`src/hdl/uhr_pkg.sv`:
```
// Constants shared by the receive endpoint status block
package uhr_pkg;
  localparam int ADR_W  = 12;
  localparam int IDX_W  = 10;
  localparam int MAXP_W = 11;
  localparam int NAK_W  = 8;
  localparam int INT_W  = 2;

  // Register indices; byte address is four times the index
  localparam logic [IDX_W-1:0] IDX_MAXP   = 10'h114;
  localparam logic [IDX_W-1:0] IDX_CSRL   = 10'h116;
  localparam logic [IDX_W-1:0] IDX_CSRH   = 10'h117;
  localparam logic [IDX_W-1:0] IDX_NAKLIM = 10'h118;
  localparam logic [IDX_W-1:0] IDX_INTST  = 10'h119;
  localparam logic [IDX_W-1:0] IDX_INTMSK = 10'h11A;
  localparam logic [IDX_W-1:0] IDX_RXDATA = 10'h11B;

  // rx_ctrl_status_low fields
  localparam int B_CLEAR_TOGGLE = 7;
  localparam int B_STALL        = 6;
  localparam int B_REQ          = 5;
  localparam int B_FLUSH        = 4;
  localparam int B_CRC_NAKTO    = 3;
  localparam int B_ERROR        = 2;
  localparam int B_FULL         = 1;
  localparam int B_READY        = 0;

  // rx_ctrl_status_high fields
  localparam int H_AUTO_CLEAR = 7;
  localparam int H_ISO        = 6;
  localparam int H_TOGGLE     = 1;

  // rx_interrupt_status fields
  localparam int I_EP    = 0;
  localparam int I_NAKTO = 1;

  localparam logic [7:0]        CSRL_RESET   = 8'h00;
  localparam logic [7:0]        CSRH_RESET   = 8'h00;
  localparam logic [MAXP_W-1:0] MAXP_RESET   = 11'h000;
  localparam logic [NAK_W-1:0]  NAKLIM_RESET = 8'h00;
  localparam logic [INT_W-1:0]  INT_RESET    = 2'h0;

  // Attempts without a data packet before the error flag
  localparam logic [1:0] RETRY_LIMIT = 2'h3;

  typedef enum logic [1:0] {
    SQ_IDLE = 2'h1,
    SQ_WAIT = 2'h2
  } uhr_seq_type;
endpackage

```
`src/hdl/uhr_in_seq.sv`:
```
// IN transaction sequencer with retry and NAK counting
module uhr_in_seq (
  input  wire logic       mclk,
  input  wire logic       reset_n,
  input  wire logic       start,
  input  wire logic       isoMode,
  input  wire logic [7:0] nakLimit,
  input  wire logic       rspNak,
  input  wire logic       rspStall,
  input  wire logic       rspNone,
  input  wire logic       rxLast,
  input  wire logic       rxBad,
  output logic            tokenReq,
  output logic            busy,
  output logic            evData,
  output logic            evDrop,
  output logic            evStall,
  output logic            evError,
  output logic            evNakTo
);
  uhr_pkg::uhr_seq_type state_q;
  logic [1:0]           tries_q;
  logic [7:0]           naks_q;
  logic                 fail;

  assign busy    = (state_q == uhr_pkg::SQ_WAIT);
  assign evData  = busy & rxLast & (~rxBad | isoMode);
  assign evDrop  = busy & rxLast & rxBad & ~isoMode;
  assign fail    = evDrop | (busy & rspNone);
  assign evError = fail & ~isoMode
                 & (tries_q == uhr_pkg::RETRY_LIMIT - 2'h1);
  assign evStall = busy & rspStall;
  // A limit of zero never times out
  assign evNakTo = busy & rspNak & ~isoMode & (nakLimit != 8'h00)
                 & (8'(naks_q + 8'h01) >= nakLimit);

  always_ff @(posedge mclk) begin
    if (!reset_n) begin
      state_q  <= uhr_pkg::SQ_IDLE;
      tokenReq <= 1'b0;
      tries_q  <= 2'h0;
      naks_q   <= 8'h00;
    end else begin
      tokenReq <= 1'b0;
      unique case (state_q)
        uhr_pkg::SQ_IDLE: begin
          if (start) begin
            tokenReq <= 1'b1;
            state_q  <= uhr_pkg::SQ_WAIT;
            tries_q  <= 2'h0;
            naks_q   <= 8'h00;
          end
        end
        uhr_pkg::SQ_WAIT: begin
          if (evData || evError || evNakTo || evStall) begin
            state_q <= uhr_pkg::SQ_IDLE;
          end else if (fail) begin
            tries_q  <= tries_q + 2'h1;
            tokenReq <= 1'b1;
          end else if (rspNak) begin
            naks_q   <= naks_q + 8'h01;
            tokenReq <= 1'b1;
          end
        end
      endcase
    end
  end
endmodule

```
`src/hdl/uhr_rx_ep_status.sv`:
```
// Host receive endpoint control and status with Wishbone slave
// How it works
// - Clear-toggle write resets receive data toggle
// - Stall handshake sets sticky flag and interrupt
// - Request bit starts an IN transaction
// - Request bit drops when packet ready sets
// - Flush drops head packet, clears ready
// - Iso bad packet flags bit 3, clears with ready
// - Bulk NAK limit sets bit 3, halts endpoint
// - Three failed bulk attempts set error and interrupt
// - Error reads zero in isochronous mode
// - Bit 1 shows FIFO cannot take packet
// - Data packet sets ready and interrupt
// - Auto-clear drops ready after full packet
// - Low control byte resets to zero
//
// Register access over Wishbone was chosen for this implementation.
module uhr_rx_ep_status #(
  parameter int FIFO_DEPTH = 64
) (
  input  wire logic        mclk,
  input  wire logic        reset_n,
  input  wire logic        cyc_i,
  input  wire logic        stb_i,
  input  wire logic        we_i,
  input  wire logic [11:0] adr_i,
  input  wire logic [3:0]  sel_i,
  input  wire logic [31:0] dat_i,
  output logic      [31:0] dat_o,
  output logic             ack_o,
  output logic             irq,
  output logic             tokenReq,
  output logic             dataToggle,
  input  wire logic        rspNak,
  input  wire logic        rspStall,
  input  wire logic        rspNone,
  input  wire logic        rxValid,
  input  wire logic [7:0]  rxByte,
  input  wire logic        rxLast,
  input  wire logic        rxBad
);
  localparam int MW = uhr_pkg::MAXP_W;
  localparam int IW = uhr_pkg::INT_W;

  logic          ack_q;
  logic          req;
  logic          wrReq;
  logic          rdReq;
  logic          stall_q;
  logic          request_packet_q;
  logic          nakTo_q;
  logic          error_q;
  logic          ready_q;
  logic          pend_q;
  logic          auto_clear_q;
  logic          iso_q;
  logic [MW-1:0] maxPay_q;
  logic [7:0]    nakLim_q;
  logic [IW-1:0] intStat_q;
  logic [IW-1:0] intMask_q;
  logic [MW-1:0] unload_q;
  logic [31:0]   rdVal;
  logic [7:0]    csrlVal;
  logic          wCsrl;
  logic          clrTog;
  logic          flush;
  logic          swRdyClr;
  logic          popByte;
  logic          autoRel;
  logic          dropHead;
  logic          readySet;
  logic          start;
  logic          busy;
  logic          evData;
  logic          evDrop;
  logic          evStall;
  logic          evError;
  logic          evNakTo;
  logic          pktAvail;
  logic          fifoFull;
  logic          headBad;
  logic [7:0]    fifoData;

  function automatic logic hit(input logic [11:0] a,
                               input logic [9:0]  idx);
    return a[11:2] == idx;
  endfunction

  // Bus slave: ack one cycle after the strobe, dropped the next
  assign req   = cyc_i & stb_i & ~ack_q;
  assign wrReq = req & we_i;
  assign rdReq = req & ~we_i;
  assign ack_o = ack_q;

  always_ff @(posedge mclk) begin
    if (!reset_n) begin
      ack_q <= 1'b0;
    end else begin
      ack_q <= req;
    end
  end

  assign wCsrl    = wrReq & sel_i[0] & hit(adr_i, uhr_pkg::IDX_CSRL);
  assign clrTog   = wCsrl & dat_i[uhr_pkg::B_CLEAR_TOGGLE];
  assign flush    = wCsrl & dat_i[uhr_pkg::B_FLUSH];
  assign swRdyClr = wCsrl & ~dat_i[uhr_pkg::B_READY] & ready_q;
  assign popByte  = rdReq & ready_q & hit(adr_i, uhr_pkg::IDX_RXDATA);
  assign autoRel  = popByte & auto_clear_q
                  & (MW'(unload_q + 11'h001) == maxPay_q);
  assign dropHead = swRdyClr | flush | autoRel;
  assign readySet = pktAvail & ~ready_q & ~dropHead;
  // A halted or full endpoint issues no token
  assign start    = request_packet_q & ~nakTo_q & ~fifoFull & ~pend_q
                  & ~stall_q;

  uhr_in_seq u_seq (
    .mclk     (mclk),
    .reset_n  (reset_n),
    .start    (start),
    .isoMode  (iso_q),
    .nakLimit (nakLim_q),
    .rspNak   (rspNak),
    .rspStall (rspStall),
    .rspNone  (rspNone),
    .rxLast   (rxLast),
    .rxBad    (rxBad),
    .tokenReq (tokenReq),
    .busy     (busy),
    .evData   (evData),
    .evDrop   (evDrop),
    .evStall  (evStall),
    .evError  (evError),
    .evNakTo  (evNakTo)
  );

  uhr_rx_fifo #(
    .DW    (8),
    .DEPTH (FIFO_DEPTH)
  ) u_fifo (
    .mclk     (mclk),
    .reset_n  (reset_n),
    .wrValid  (rxValid & busy),
    .wrData   (rxByte),
    .wrLast   (evData),
    .wrBad    (rxBad),
    .wrAbort  (evDrop),
    .rdPop    (popByte),
    .dropHead (dropHead),
    .rdData   (fifoData),
    .headBad  (headBad),
    .pktAvail (pktAvail),
    .full     (fifoFull)
  );

  // Commit becomes visible to the FIFO count one cycle after evData
  always_ff @(posedge mclk) begin
    if (!reset_n) begin
      pend_q <= 1'b0;
    end else begin
      pend_q <= evData;
    end
  end

  always_ff @(posedge mclk) begin
    if (!reset_n) begin
      ready_q <= uhr_pkg::CSRL_RESET[uhr_pkg::B_READY];
    end else if (readySet) begin
      ready_q <= 1'b1;
    end else if (dropHead) begin
      ready_q <= 1'b0;
    end
  end

  // A fresh write of the request bit wins over the hardware drop
  always_ff @(posedge mclk) begin
    if (!reset_n) begin
      request_packet_q <= uhr_pkg::CSRL_RESET[uhr_pkg::B_REQ];
    end else if (wCsrl) begin
      request_packet_q <= dat_i[uhr_pkg::B_REQ];
    end else if (pend_q || readySet || evStall || evError || evNakTo) begin
      request_packet_q <= 1'b0;
    end
  end

  always_ff @(posedge mclk) begin
    if (!reset_n) begin
      stall_q <= uhr_pkg::CSRL_RESET[uhr_pkg::B_STALL];
    end else if (evStall) begin
      stall_q <= 1'b1;
    end else if (wCsrl && !dat_i[uhr_pkg::B_STALL]) begin
      stall_q <= 1'b0;
    end
  end

  always_ff @(posedge mclk) begin
    if (!reset_n) begin
      error_q <= uhr_pkg::CSRL_RESET[uhr_pkg::B_ERROR];
    end else if (evError) begin
      error_q <= 1'b1;
    end else if (wCsrl && !dat_i[uhr_pkg::B_ERROR]) begin
      error_q <= 1'b0;
    end
  end

  always_ff @(posedge mclk) begin
    if (!reset_n) begin
      nakTo_q <= uhr_pkg::CSRL_RESET[uhr_pkg::B_CRC_NAKTO];
    end else if (evNakTo) begin
      nakTo_q <= 1'b1;
    end else if (wCsrl && !dat_i[uhr_pkg::B_CRC_NAKTO]) begin
      nakTo_q <= 1'b0;
    end
  end

  // Iso packets carry no toggle sequence, so only bulk advances it
  always_ff @(posedge mclk) begin
    if (!reset_n) begin
      dataToggle <= uhr_pkg::CSRH_RESET[uhr_pkg::H_TOGGLE];
    end else if (clrTog) begin
      dataToggle <= 1'b0;
    end else if (evData && !iso_q) begin
      dataToggle <= ~dataToggle;
    end
  end

  always_ff @(posedge mclk) begin
    if (!reset_n) begin
      unload_q <= uhr_pkg::MAXP_RESET;
    end else if (dropHead) begin
      unload_q <= uhr_pkg::MAXP_RESET;
    end else if (popByte) begin
      unload_q <= MW'(unload_q + 11'h001);
    end
  end

  // Software-written configuration
  always_ff @(posedge mclk) begin
    if (!reset_n) begin
      auto_clear_q <= uhr_pkg::CSRH_RESET[uhr_pkg::H_AUTO_CLEAR];
      iso_q     <= uhr_pkg::CSRH_RESET[uhr_pkg::H_ISO];
      maxPay_q  <= uhr_pkg::MAXP_RESET;
      nakLim_q  <= uhr_pkg::NAKLIM_RESET;
      intMask_q <= uhr_pkg::INT_RESET;
    end else if (wrReq) begin
      if (sel_i[0] && hit(adr_i, uhr_pkg::IDX_CSRH)) begin
        auto_clear_q <= dat_i[uhr_pkg::H_AUTO_CLEAR];
        iso_q     <= dat_i[uhr_pkg::H_ISO];
      end
      if (hit(adr_i, uhr_pkg::IDX_MAXP)) begin
        if (sel_i[0]) begin
          maxPay_q[7:0] <= dat_i[7:0];
        end
        if (sel_i[1]) begin
          maxPay_q[MW-1:8] <= dat_i[MW-1:8];
        end
      end
      if (sel_i[0] && hit(adr_i, uhr_pkg::IDX_NAKLIM)) begin
        nakLim_q <= dat_i[7:0];
      end
      if (sel_i[0] && hit(adr_i, uhr_pkg::IDX_INTMSK)) begin
        intMask_q <= dat_i[IW-1:0];
      end
    end
  end

  // Read clears status, but an event in the same cycle survives
  always_ff @(posedge mclk) begin
    if (!reset_n) begin
      intStat_q <= uhr_pkg::INT_RESET;
    end else begin
      intStat_q[uhr_pkg::I_EP] <= (intStat_q[uhr_pkg::I_EP]
          & ~(rdReq && hit(adr_i, uhr_pkg::IDX_INTST)))
          | readySet | evStall | evError;
      intStat_q[uhr_pkg::I_NAKTO] <= (intStat_q[uhr_pkg::I_NAKTO]
          & ~(rdReq && hit(adr_i, uhr_pkg::IDX_INTST)))
          | evNakTo;
    end
  end

  assign irq = |(intStat_q & intMask_q);

  always_comb begin
    csrlVal                        = 8'h00;
    csrlVal[uhr_pkg::B_STALL]      = stall_q;
    csrlVal[uhr_pkg::B_REQ]        = request_packet_q;
    csrlVal[uhr_pkg::B_CRC_NAKTO]  = iso_q ? (ready_q & headBad)
                                           : nakTo_q;
    csrlVal[uhr_pkg::B_ERROR]      = error_q & ~iso_q;
    csrlVal[uhr_pkg::B_FULL]       = fifoFull;
    csrlVal[uhr_pkg::B_READY]      = ready_q;
  end

  always_comb begin
    rdVal = 32'h0000_0000;
    if (hit(adr_i, uhr_pkg::IDX_CSRL)) begin
      rdVal[7:0] = csrlVal;
    end else if (hit(adr_i, uhr_pkg::IDX_CSRH)) begin
      rdVal[uhr_pkg::H_AUTO_CLEAR] = auto_clear_q;
      rdVal[uhr_pkg::H_ISO]        = iso_q;
      rdVal[uhr_pkg::H_TOGGLE]     = dataToggle;
    end else if (hit(adr_i, uhr_pkg::IDX_MAXP)) begin
      rdVal[MW-1:0] = maxPay_q;
    end else if (hit(adr_i, uhr_pkg::IDX_NAKLIM)) begin
      rdVal[7:0] = nakLim_q;
    end else if (hit(adr_i, uhr_pkg::IDX_INTST)) begin
      rdVal[IW-1:0] = intStat_q;
    end else if (hit(adr_i, uhr_pkg::IDX_INTMSK)) begin
      rdVal[IW-1:0] = intMask_q;
    end else if (hit(adr_i, uhr_pkg::IDX_RXDATA)) begin
      rdVal[7:0] = ready_q ? fifoData : 8'h00;
    end
  end

  always_ff @(posedge mclk) begin
    if (!reset_n) begin
      dat_o <= 32'h0000_0000;
    end else if (rdReq) begin
      dat_o <= rdVal;
    end
  end
endmodule

```
`src/hdl/uhr_rx_fifo.sv`:
```
// Double-buffered packet FIFO for the receive endpoint
module uhr_rx_fifo #(
  parameter int DW    = 8,
  parameter int DEPTH = 64,
  parameter int AW    = $clog2(DEPTH)
) (
  input  wire logic          mclk,
  input  wire logic          reset_n,
  input  wire logic          wrValid,
  input  wire logic [DW-1:0] wrData,
  input  wire logic          wrLast,
  input  wire logic          wrBad,
  input  wire logic          wrAbort,
  input  wire logic          rdPop,
  input  wire logic          dropHead,
  output logic      [DW-1:0] rdData,
  output logic               headBad,
  output logic               pktAvail,
  output logic               full
);
  logic [DW-1:0] mem [DEPTH];
  logic [AW-1:0] wrPtr_q;
  logic [AW-1:0] basePtr_q;
  logic [AW-1:0] rdPtr_q;
  logic [AW-1:0] endPtr_q [2];
  logic [1:0]    bad_q;
  logic          wrSlot_q;
  logic          rdSlot_q;
  logic [1:0]    count_q;
  logic          accept;
  logic          commit;
  logic          drop;

  assign full     = (count_q == 2'h2);
  assign pktAvail = (count_q != 2'h0);
  assign rdData   = mem[rdPtr_q];
  assign headBad  = bad_q[rdSlot_q];
  assign accept   = wrValid & ~full & ~wrAbort;
  assign commit   = accept & wrLast;
  assign drop     = dropHead & pktAvail;

  always_ff @(posedge mclk) begin
    if (accept) begin
      mem[wrPtr_q] <= wrData;
    end
  end

  // An aborted packet rewinds to the last committed boundary
  always_ff @(posedge mclk) begin
    if (!reset_n) begin
      wrPtr_q     <= '0;
      basePtr_q   <= '0;
      endPtr_q[0] <= '0;
      endPtr_q[1] <= '0;
      bad_q       <= 2'h0;
      wrSlot_q    <= 1'b0;
    end else if (wrAbort) begin
      wrPtr_q <= basePtr_q;
    end else if (accept) begin
      wrPtr_q <= wrPtr_q + 1'b1;
      if (commit) begin
        basePtr_q          <= wrPtr_q + 1'b1;
        endPtr_q[wrSlot_q] <= wrPtr_q + 1'b1;
        bad_q[wrSlot_q]    <= wrBad;
        wrSlot_q           <= ~wrSlot_q;
      end
    end
  end

  // Dropping the head jumps over whatever of it was not unloaded
  always_ff @(posedge mclk) begin
    if (!reset_n) begin
      rdPtr_q  <= '0;
      rdSlot_q <= 1'b0;
    end else if (drop) begin
      rdPtr_q  <= endPtr_q[rdSlot_q];
      rdSlot_q <= ~rdSlot_q;
    end else if (rdPop && pktAvail) begin
      rdPtr_q <= rdPtr_q + 1'b1;
    end
  end

  always_ff @(posedge mclk) begin
    if (!reset_n) begin
      count_q <= 2'h0;
    end else if (commit && !drop) begin
      count_q <= count_q + 2'h1;
    end else if (drop && !commit) begin
      count_q <= count_q - 2'h1;
    end
  end
endmodule

```
`config.mk`:
```
export PLATFORM = sky130hd
export DESIGN_NAME = uhr_rx_ep_status
export DESIGN_NICKNAME = d
export VERILOG_FILES = /design/src/hdl/uhr_pkg.sv /design/src/hdl/uhr_in_seq.sv /design/src/hdl/uhr_rx_ep_status.sv /design/src/hdl/uhr_rx_fifo.sv
export SDC_FILE = /design/constraint.sdc
export NUM_CORES = 1
export LEC_CHECK = 0
export BUFFER_PORTS_ARGS = -buffer_cell sky130_fd_sc_hd__clkbuf_2
export CORE_ASPECT_RATIO = 0.7
export CORE_MARGIN = 4
export CORE_UTILIZATION = 28
export CTS_CLUSTER_SIZE = 30
export DETAILED_ROUTE_END_ITERATION = 8
export SLEW_MARGIN = 20
export SYNTH_ARGS = -nofsm -noshare
export SYNTH_HDL_FRONTEND = slang
export SYNTH_SLANG_ARGS = --single-unit
```
`constraint.sdc`:
```
create_clock -name mclk -period 2.7 [get_ports mclk]
set_input_delay 0.27 -clock mclk [delete_from_list [all_inputs] [get_ports mclk]]
set_output_delay 0.27 -clock mclk [all_outputs]
set_load 0.01 [all_outputs]
```
# Word-level counts from Yosys, hierarchy flattened

Memory sizes are Yosys's and may differ from the RTL's. A register that Yosys moved wholly into a read port is not among the register bits.
Cells that the tools add are included.

Flip-flop bits (word level): 92
Memory bits (writable): 524
Input port bits: 67
Output and inout port bits: 36
Memories kept: 2

Memories:

| name            | words | bits a word | read ports | clocked after memory_dff | write ports | line              | source |
|---|---|---|---|---|---|---|---|
| u_fifo.mem      | 64    | 8           | 1          | 1                        | 1           | uhr_rx_fifo.sv:21 | `logic [DW-1:0] mem [DEPTH];` |
| u_fifo.endPtr_q | 2     | 6           | 1          | 1                        | 2           | uhr_rx_fifo.sv:25 | `logic [AW-1:0] endPtr_q [2];` |

Add/sub/neg operators: 7
Order comparisons: 4
Equal/unequal tests: 18
Mux-type cells: 70
Bitwise operators: 67
Reductions and logical operators: 48

Operators with widths:

| operator                                        | number |
|---|---|
| 2-to-1 mux 8 bit                                | 9 |
| == test 10 x 9 -> 1 bit (second input constant) | 7 |
| 2-to-1 mux 6 bit                                | 9 |
| AND 1 bit                                       | 41 |
| 2-to-1 mux 1 bit                                | 32 |
| 2-to-1 mux 2 bit                                | 10 |
| nonzero test 2 bit                              | 9 |
| NOT 1 bit                                       | 17 |
| case mux 8 bit (2 select lines)                 | 1 |
| adder 6 x 1 -> 6 bit (second input constant)    | 2 |
| logical AND 1 bit                               | 12 |
| AND reduction 3 bit                             | 4 |
| adder 11 x 1 -> 11 bit (second input constant)  | 1 |
| == test 11 bit                                  | 1 |
| 2-to-1 mux 3 bit                                | 3 |
| adder 8 x 1 -> 8 bit (second input constant)    | 1 |
| greater-or-equal comparator 8 bit               | 1 |
| inequality test 2 bit (second input constant)   | 4 |
| OR 1 bit                                        | 8 |
| case mux 2 bit (2 select lines)                 | 2 |
| AND reduction 2 bit                             | 4 |
| nonzero test 8 bit                              | 1 |
| logical OR 1 bit                                | 7 |
| == test 2 bit (second input constant)           | 3 |
| other kinds (15)                                | 25 |

# Logic depth before layout (Yosys ltp)

Depth after elaboration: 17
Depth in mapped cells: 12
Mapped depth without buffers: 11

# Hierarchy

Synthesis repeated with hierarchy kept, for this count alone.

Cells, all modules: 1620
Area total of the unflattened synthesis: 25962.4 um^2

By module, submodules not included:

| module           | times used | cells each | area an instance (um^2) | seq. area each (um^2) |
|---|---|---|---|---|
| uhr_rx_fifo      | 1          | 1133       | 21852.2                 | 16355.7 |
| uhr_rx_ep_status | 1          | 362        | 3037.9                  | 1101.1 |
| uhr_in_seq       | 1          | 125        | 1072.3                  | 260.2 |

# Worst setup path before layout

No wires, ideal clock.

Path kind: reg2reg
Start point: register unload_q[0]
End point: register u_fifo.count_q[1]
Library setup time: 70 ps
Arrival: 2815 ps
Required time: 2630 ps
Setup slack: -186 ps
Cell stages (with the launch flop): 12
Path buffers: 1
Period minus slack after synthesis: 2886 ps
Cell sequence: dfxtp_1 -> ha_1 -> nand3_2 -> or3_1 -> a21oi_1 -> nor4b_2 -> a31oi_2 -> or2_1 -> buf_6 -> ha_1 -> or3_1 -> a21oi_1

Longest elaborated chain between the ends: 8
Elaborated cells between the ends (all ways): 10

Ends and longest elaborated chain:

| element                                                       | line                    | source |
|---|---|---|
| start, declared                                               | uhr_rx_ep_status.sv:61  | `logic [MW-1:0] unload_q;` |
| start signal, assigned                                        | uhr_rx_ep_status.sv:228 | `unload_q <= uhr_pkg::MAXP_RESET;` |
| start signal, assigned                                        | uhr_rx_ep_status.sv:230 | `unload_q <= uhr_pkg::MAXP_RESET;` |
| start signal, assigned                                        | uhr_rx_ep_status.sv:232 | `unload_q <= MW'(unload_q + 11'h001);` |
| adder 11 x 1 -> 11 bit (*)                                    | uhr_rx_ep_status.sv:109 | `& (MW'(unload_q + 11'h001) == maxPay_q);` |
| == test 11 bit (*)                                            | uhr_rx_ep_status.sv:109 |  |
| AND 1 bit (*)                                                 | uhr_rx_ep_status.sv:109 |  |
| OR 1 bit (*)                                                  | uhr_rx_ep_status.sv:110 | `assign dropHead = swRdyClr \| flush \| autoRel;` |
| AND 1 bit (*)                                                 | uhr_rx_fifo.sv:40       | `assign drop = dropHead & pktAvail;` |
| zero test 1 bit                                               | uhr_rx_fifo.sv:86       | `end else if (commit && !drop) begin` |
| logical AND 1 bit                                             | uhr_rx_fifo.sv:86       |  |
| 2-to-1 mux 2 bit / nonzero test 2 bit (equally long branches) | --                      |  |
| end signal, assigned                                          | uhr_rx_fifo.sv:87       | `count_q <= count_q + 2'h1;` |
| end signal, assigned                                          | uhr_rx_fifo.sv:89       | `count_q <= count_q - 2'h1;` |
| end, declared                                                 | uhr_rx_fifo.sv:29       | `logic [1:0] count_q;` |

Mark *: on every way between the ends. The rest lies on a longest branch, timed or not.
A chain may end at the register's enable or synchronous reset.

# Worst setup path in the final report

Start point: register u_seq.naks_q[1]
End point: register u_seq.naks_q[4]

Longest elaborated chain between the ends: 7
Elaborated cells between the ends (all ways): 11

Ends and longest elaborated chain:

| element                                | line                               | source |
|---|---|---|
| start, declared                        | uhr_in_seq.sv:23                   | `logic [7:0] naks_q;` |
| start signal, assigned                 | uhr_in_seq.sv:61                   | `naks_q <= naks_q + 8'h01;` |
| adder 8 x 1 -> 8 bit (*)               | uhr_in_seq.sv:35, uhr_in_seq.sv:61 |  |
| greater-or-equal comparator 8 bit      | uhr_in_seq.sv:35                   | `& (8'(naks_q + 8'h01) >= nakLimit);` |
| AND 1 bit                              | uhr_in_seq.sv:35                   |  |
| logical OR 1 bit (2 in a row)          | uhr_in_seq.sv:55                   | `if (evData \|\| evError \|\| evNakTo \|\| evStall) begin` |
| inequality test 2 bit (no source line) | --                                 |  |
| AND reduction 4 bit (no source line)   | --                                 |  |

Mark *: on every way between the ends. The rest lies on a longest branch, timed or not. The select of a mux whose other input is x is not followed.

==> results.py <==
metrics = {
    "outcome": {
        "status": "complete, but fails checks",
        "failed_checks": "negative setup slack",
    },
    "route": {
        "drt_first_pass_iters": 5,
        "vias": 15198,
        "drc": 0,
        "dr.first_iter.drc_count": 1616,
        "ant_nets": 0,
        "detail_route.wirelength_um": 66900,
        "wire_per_inst_um": 21.6,
        "detail_route.vias_per_cell": 4.90,
    },
    "sta": {
        "hold_viol": 0,
        "fmax_mhz": 368,
        "slew-limit-headroom_pct": 34.8,
        "fin_crit_ns": 2.72,
        "setup_viol": 3,
        "rsz0062_at_grt": "yes",
        "worst_pin_slew_ns": 0.974,
        "period_share_pct": 101,
        "tns_ns": -0.0337,
        "drv_slew": 0,
        "fin_ws_ns": -0.0182,
        "finClkSkew_ns": 0.0166,
    },
    "worst_setup_path": {
        "worst-setup-path-type": "flop to flop",
        "cp-start-kind": "flop",
        "critPathRequiredTime_ns": 3.20,
        "worstSetupEndpointType": "flop",
        "path_max_fanout": 5,
        "cp.arrival_ns": 3.22,
    },
    "synth": {
        "async_flop_share_pct": 0,
        "seq_area_frac_synth_pct": 69.1,
        "synth_warnings": 0,
        "syn-cell-area_mm2": 0.0256,
        "ys_ff_latch": 623,
        "synth_edf_count": 524,
        "synth_top_area_cell": "edfxtp_1",
        "synth.most_common_cell": "edfxtp_1",
        "synth_area_per_cell_um2": 16.2,
        "synthTopCellsByArea": "edfxtp_1 61%, mux4_2 12%, dfxtp_1 7.7%",
        "synthDominantCellAreaShare_pct": 61.4,
        "netlist_instances": 1581,
        "synthFlopType": "edfxtp_1",
        "yosysUniqueCellTypes": 72,
        "synth_common_cells": "524 x edfxtp_1, 157 x nor2_1, 139 x mux4_2, 99 x dfxtp_1, 77 x nand2_1",
    },
    "die": {
        "rows": 92,
        "start_util_pct": 28.4,
        "dieArea_mm2": 0.0965,
        "io_pins": 103,
        "core_area_mm2": 0.0904,
        "die_width_um": 370,
        "die_y_um": 261,
    },
    "layout": {
        "drive_above_1_share_pct": 29.7,
        "diodes": 0,
        "seqCellArea_mm2": 0.0178,
        "fin_nets": 1916,
        "multi_input_area_mm2": 0.00764,
        "fill_cells": 8566,
        "area_growth_pct": 21.1,
        "finalNonFillerCells": 3101,
    },
    "placement": {
        "gp_congestion": 0.894,
        "dp_hpwl_um": 45800,
        "placement.io_buffers": 56,
        "dp_worst_setup_slack_ns": -0.166,
        "numPlacedInstances": 2968,
    },
    "global_route": {
        "grt_pass1_wl_um": 98200,
        "first_global_vias": 14833,
        "track_usage_pct": 13.5,
        "grt_max_degree": 65,
        "antenna_found_initial": 0,
        "grt_overflow_total": 0,
    },
    "power_and_ir_drop": {
        "totalPowerFinal_w": 0.0192,
        "p_int_w": 0.0152,
        "seq_power_share_pct": 54.4,
        "p_leak_nw": 9.88,
        "swShare_pct": 20.6,
        "switchingPower_w": 0.00396,
        "power_density_mw_per_mm2": 619,
        "clockPowerShare_pct": 43.1,
        "combPwrFrac_pct": 2.6,
        "peakVddDrop_v": 0.000493,
    },
    "run": {
        "drv_cap": 0,
    },
    "hold_path": {
        "min_path_type": "primary input to flop",
    },
    "clocking": {
        "clk_pin_slew_ns": 0.07,
        "insertion_delay_ns": 0.63,
        "h-tree-depth": 2,
        "cts_inserted_buffers": 59,
        "tritoncts": "built",
        "cts_sinks": 623,
        "root_buffer": "clkbuf_16",
        "cts_buffer_depth": 3,
    },
}
-- metrics by stage --
| step | utilization (%) | hold slack [ns] | area (um^2) |
|---|---|---|---|
| 2_1_floorplan | - | 0.369 | 25800 |
| 5_1_grt | 34.4 | 0.0386 | 31000 |
| 3_5_place_dp | 31.7 | 0.449 | 28600 |
| 4_1_cts | 34.1 | 0.00490 | 30800 |
| 6_report | 34.4 | 0.0353 | 31000 |
| 3_3_place_gp | 31.7 | 0.445 | 28600 |
-- final cells by class --
type | instances | area share [%]
Multi-Input combinational cell | 849 | 24.6
Clock inverter | 32 | 1.15
Timing Repair Buffer | 280 | 6.92
Tap cell | 1222 | 4.93
Sequential cell | 623 | 57.2
Clock buffer | 73 | 4.93
Inverter | 22 | 0.266
-- path summary, 6_finish.rpt --
| kind | start | endpoint | slack, ns | cells past startpoint |
|---|---|---|---|---|
| worst min register to register | dat_o[8] | dat_o[8] | 0.46 | 2 |
| worst max-delay path | u_seq.naks_q[1] | u_seq.naks_q[4] | -0.02 | 12 |
| worst max register to register | u_seq.naks_q[1] | u_seq.naks_q[4] | -0.02 | 12 |
| worst min-delay path | dat_i[6] | maxPay_q[6] | 0.04 | 3 |
-- sequential cells by signal (all words and copies together) (netlist names), 2 cells and up, named ones only --
| name | cells |
|---|---|
| u_fifo.count_q | 2 |
| u_fifo.wrPtr_q | 6 |
| u_fifo.endPtr_q | 12 |
| u_fifo.mem | 512 |
| u_fifo.rdPtr_q | 6 |
| unload_q | 11 |
| u_seq.state_q | 2 |
| nakLim_q | 8 |
| u_seq.tries_q | 2 |
| u_fifo.bad_q | 2 |
| maxPay_q | 11 |
| dat_o | 11 |
| intStat_q | 2 |
| u_fifo.basePtr_q | 6 |
| u_seq.naks_q | 8 |
| intMask_q | 2 |
-- layout by cell type (no fill, tap or decap), drive strengths merged, types with 21 or more instances in the layout --
cell      n
mux2i    36
a22oi    32
nor2    158
clkbuf  129
nand2    77
a21oi    56
o21ai    28
mux4    139
nor2b    22
buf     210
nand3    37
xnor2    22
inv      25
a211oi   22
conb     21
edfxtp  524
dfxtp    99
-- power by group through the flow --
stage / sequential, W / clock, W / combinational [W]
floorplan: 0.0106 / 0 / 0.000190
global placement: 0.0107 / 0 / 0.000429
CTS: 0.0104 / 0.00846 / 0.000471
global route: 0.0104 / 0.00892 / 0.000528
detailed placement: 0.0107 / 0 / 0.000447
finish: 0.0104 / 0.00827 / 0.000493
-- timing repair --
| item | in CTS | in global routing |
|---|---|---|
| hold endpoints to repair | 25 | 0 |
| hold buffers | 14 | 0 |
| setup buffers | 11 | 3 |
| pin swaps | 13 | 25 |
| gates resized for setup | 24 | 45 |
| endpoints found under the setup margin | 13 | 102 |
-- layer usage --
layer / track usage, % / vias to the layer above / part of all wire, %
met5: 0 / - / 0
met4: 2.89 / 0 / 1.8
met3: 3.02 / 91 / 9.0
met2: 18.9 / 600 / 43
met1: 21.1 / 7826 / 46
li1: - / 6681 / -
-- cell families (layout without fill, tap and decap cells) --
| group | after synthesis | count (layout) | share of synthesized area [%] |
|---|---|---|---|
| DFF | 623 | 623 | 69.1 |
| and+or+nand+nor | 398 | 398 | 7.46 |
| AOI/OAI and AO/OA | 196 | 196 | 5.05 |
| muxes | 178 | 178 | 13.8 |
| buffers and inverters | 129 | 407 | 2.48 |
| xor gates and xnor gates | 42 | 42 | 1.44 |
| adders and majority gates | 14 | 14 | 0.683 |
| other | 1 | 21 | 0.0146 |
-- worst max-delay path, stage by stage, from the launching register on --
cell	delay, ns
dfxtp_4	0.38
ha_4	0.15
nand3_4	0.08
buf_6	0.13
xnor2_2	0.12
ha_2	0.16
a2111o_1	0.40
a31oi_1	0.20
o21ai_2	0.12
a211o_1	0.32
buf_6	0.16
o311ai_1	0.25
o41ai_1	0.11
Power figures use the tool's default switching activity.
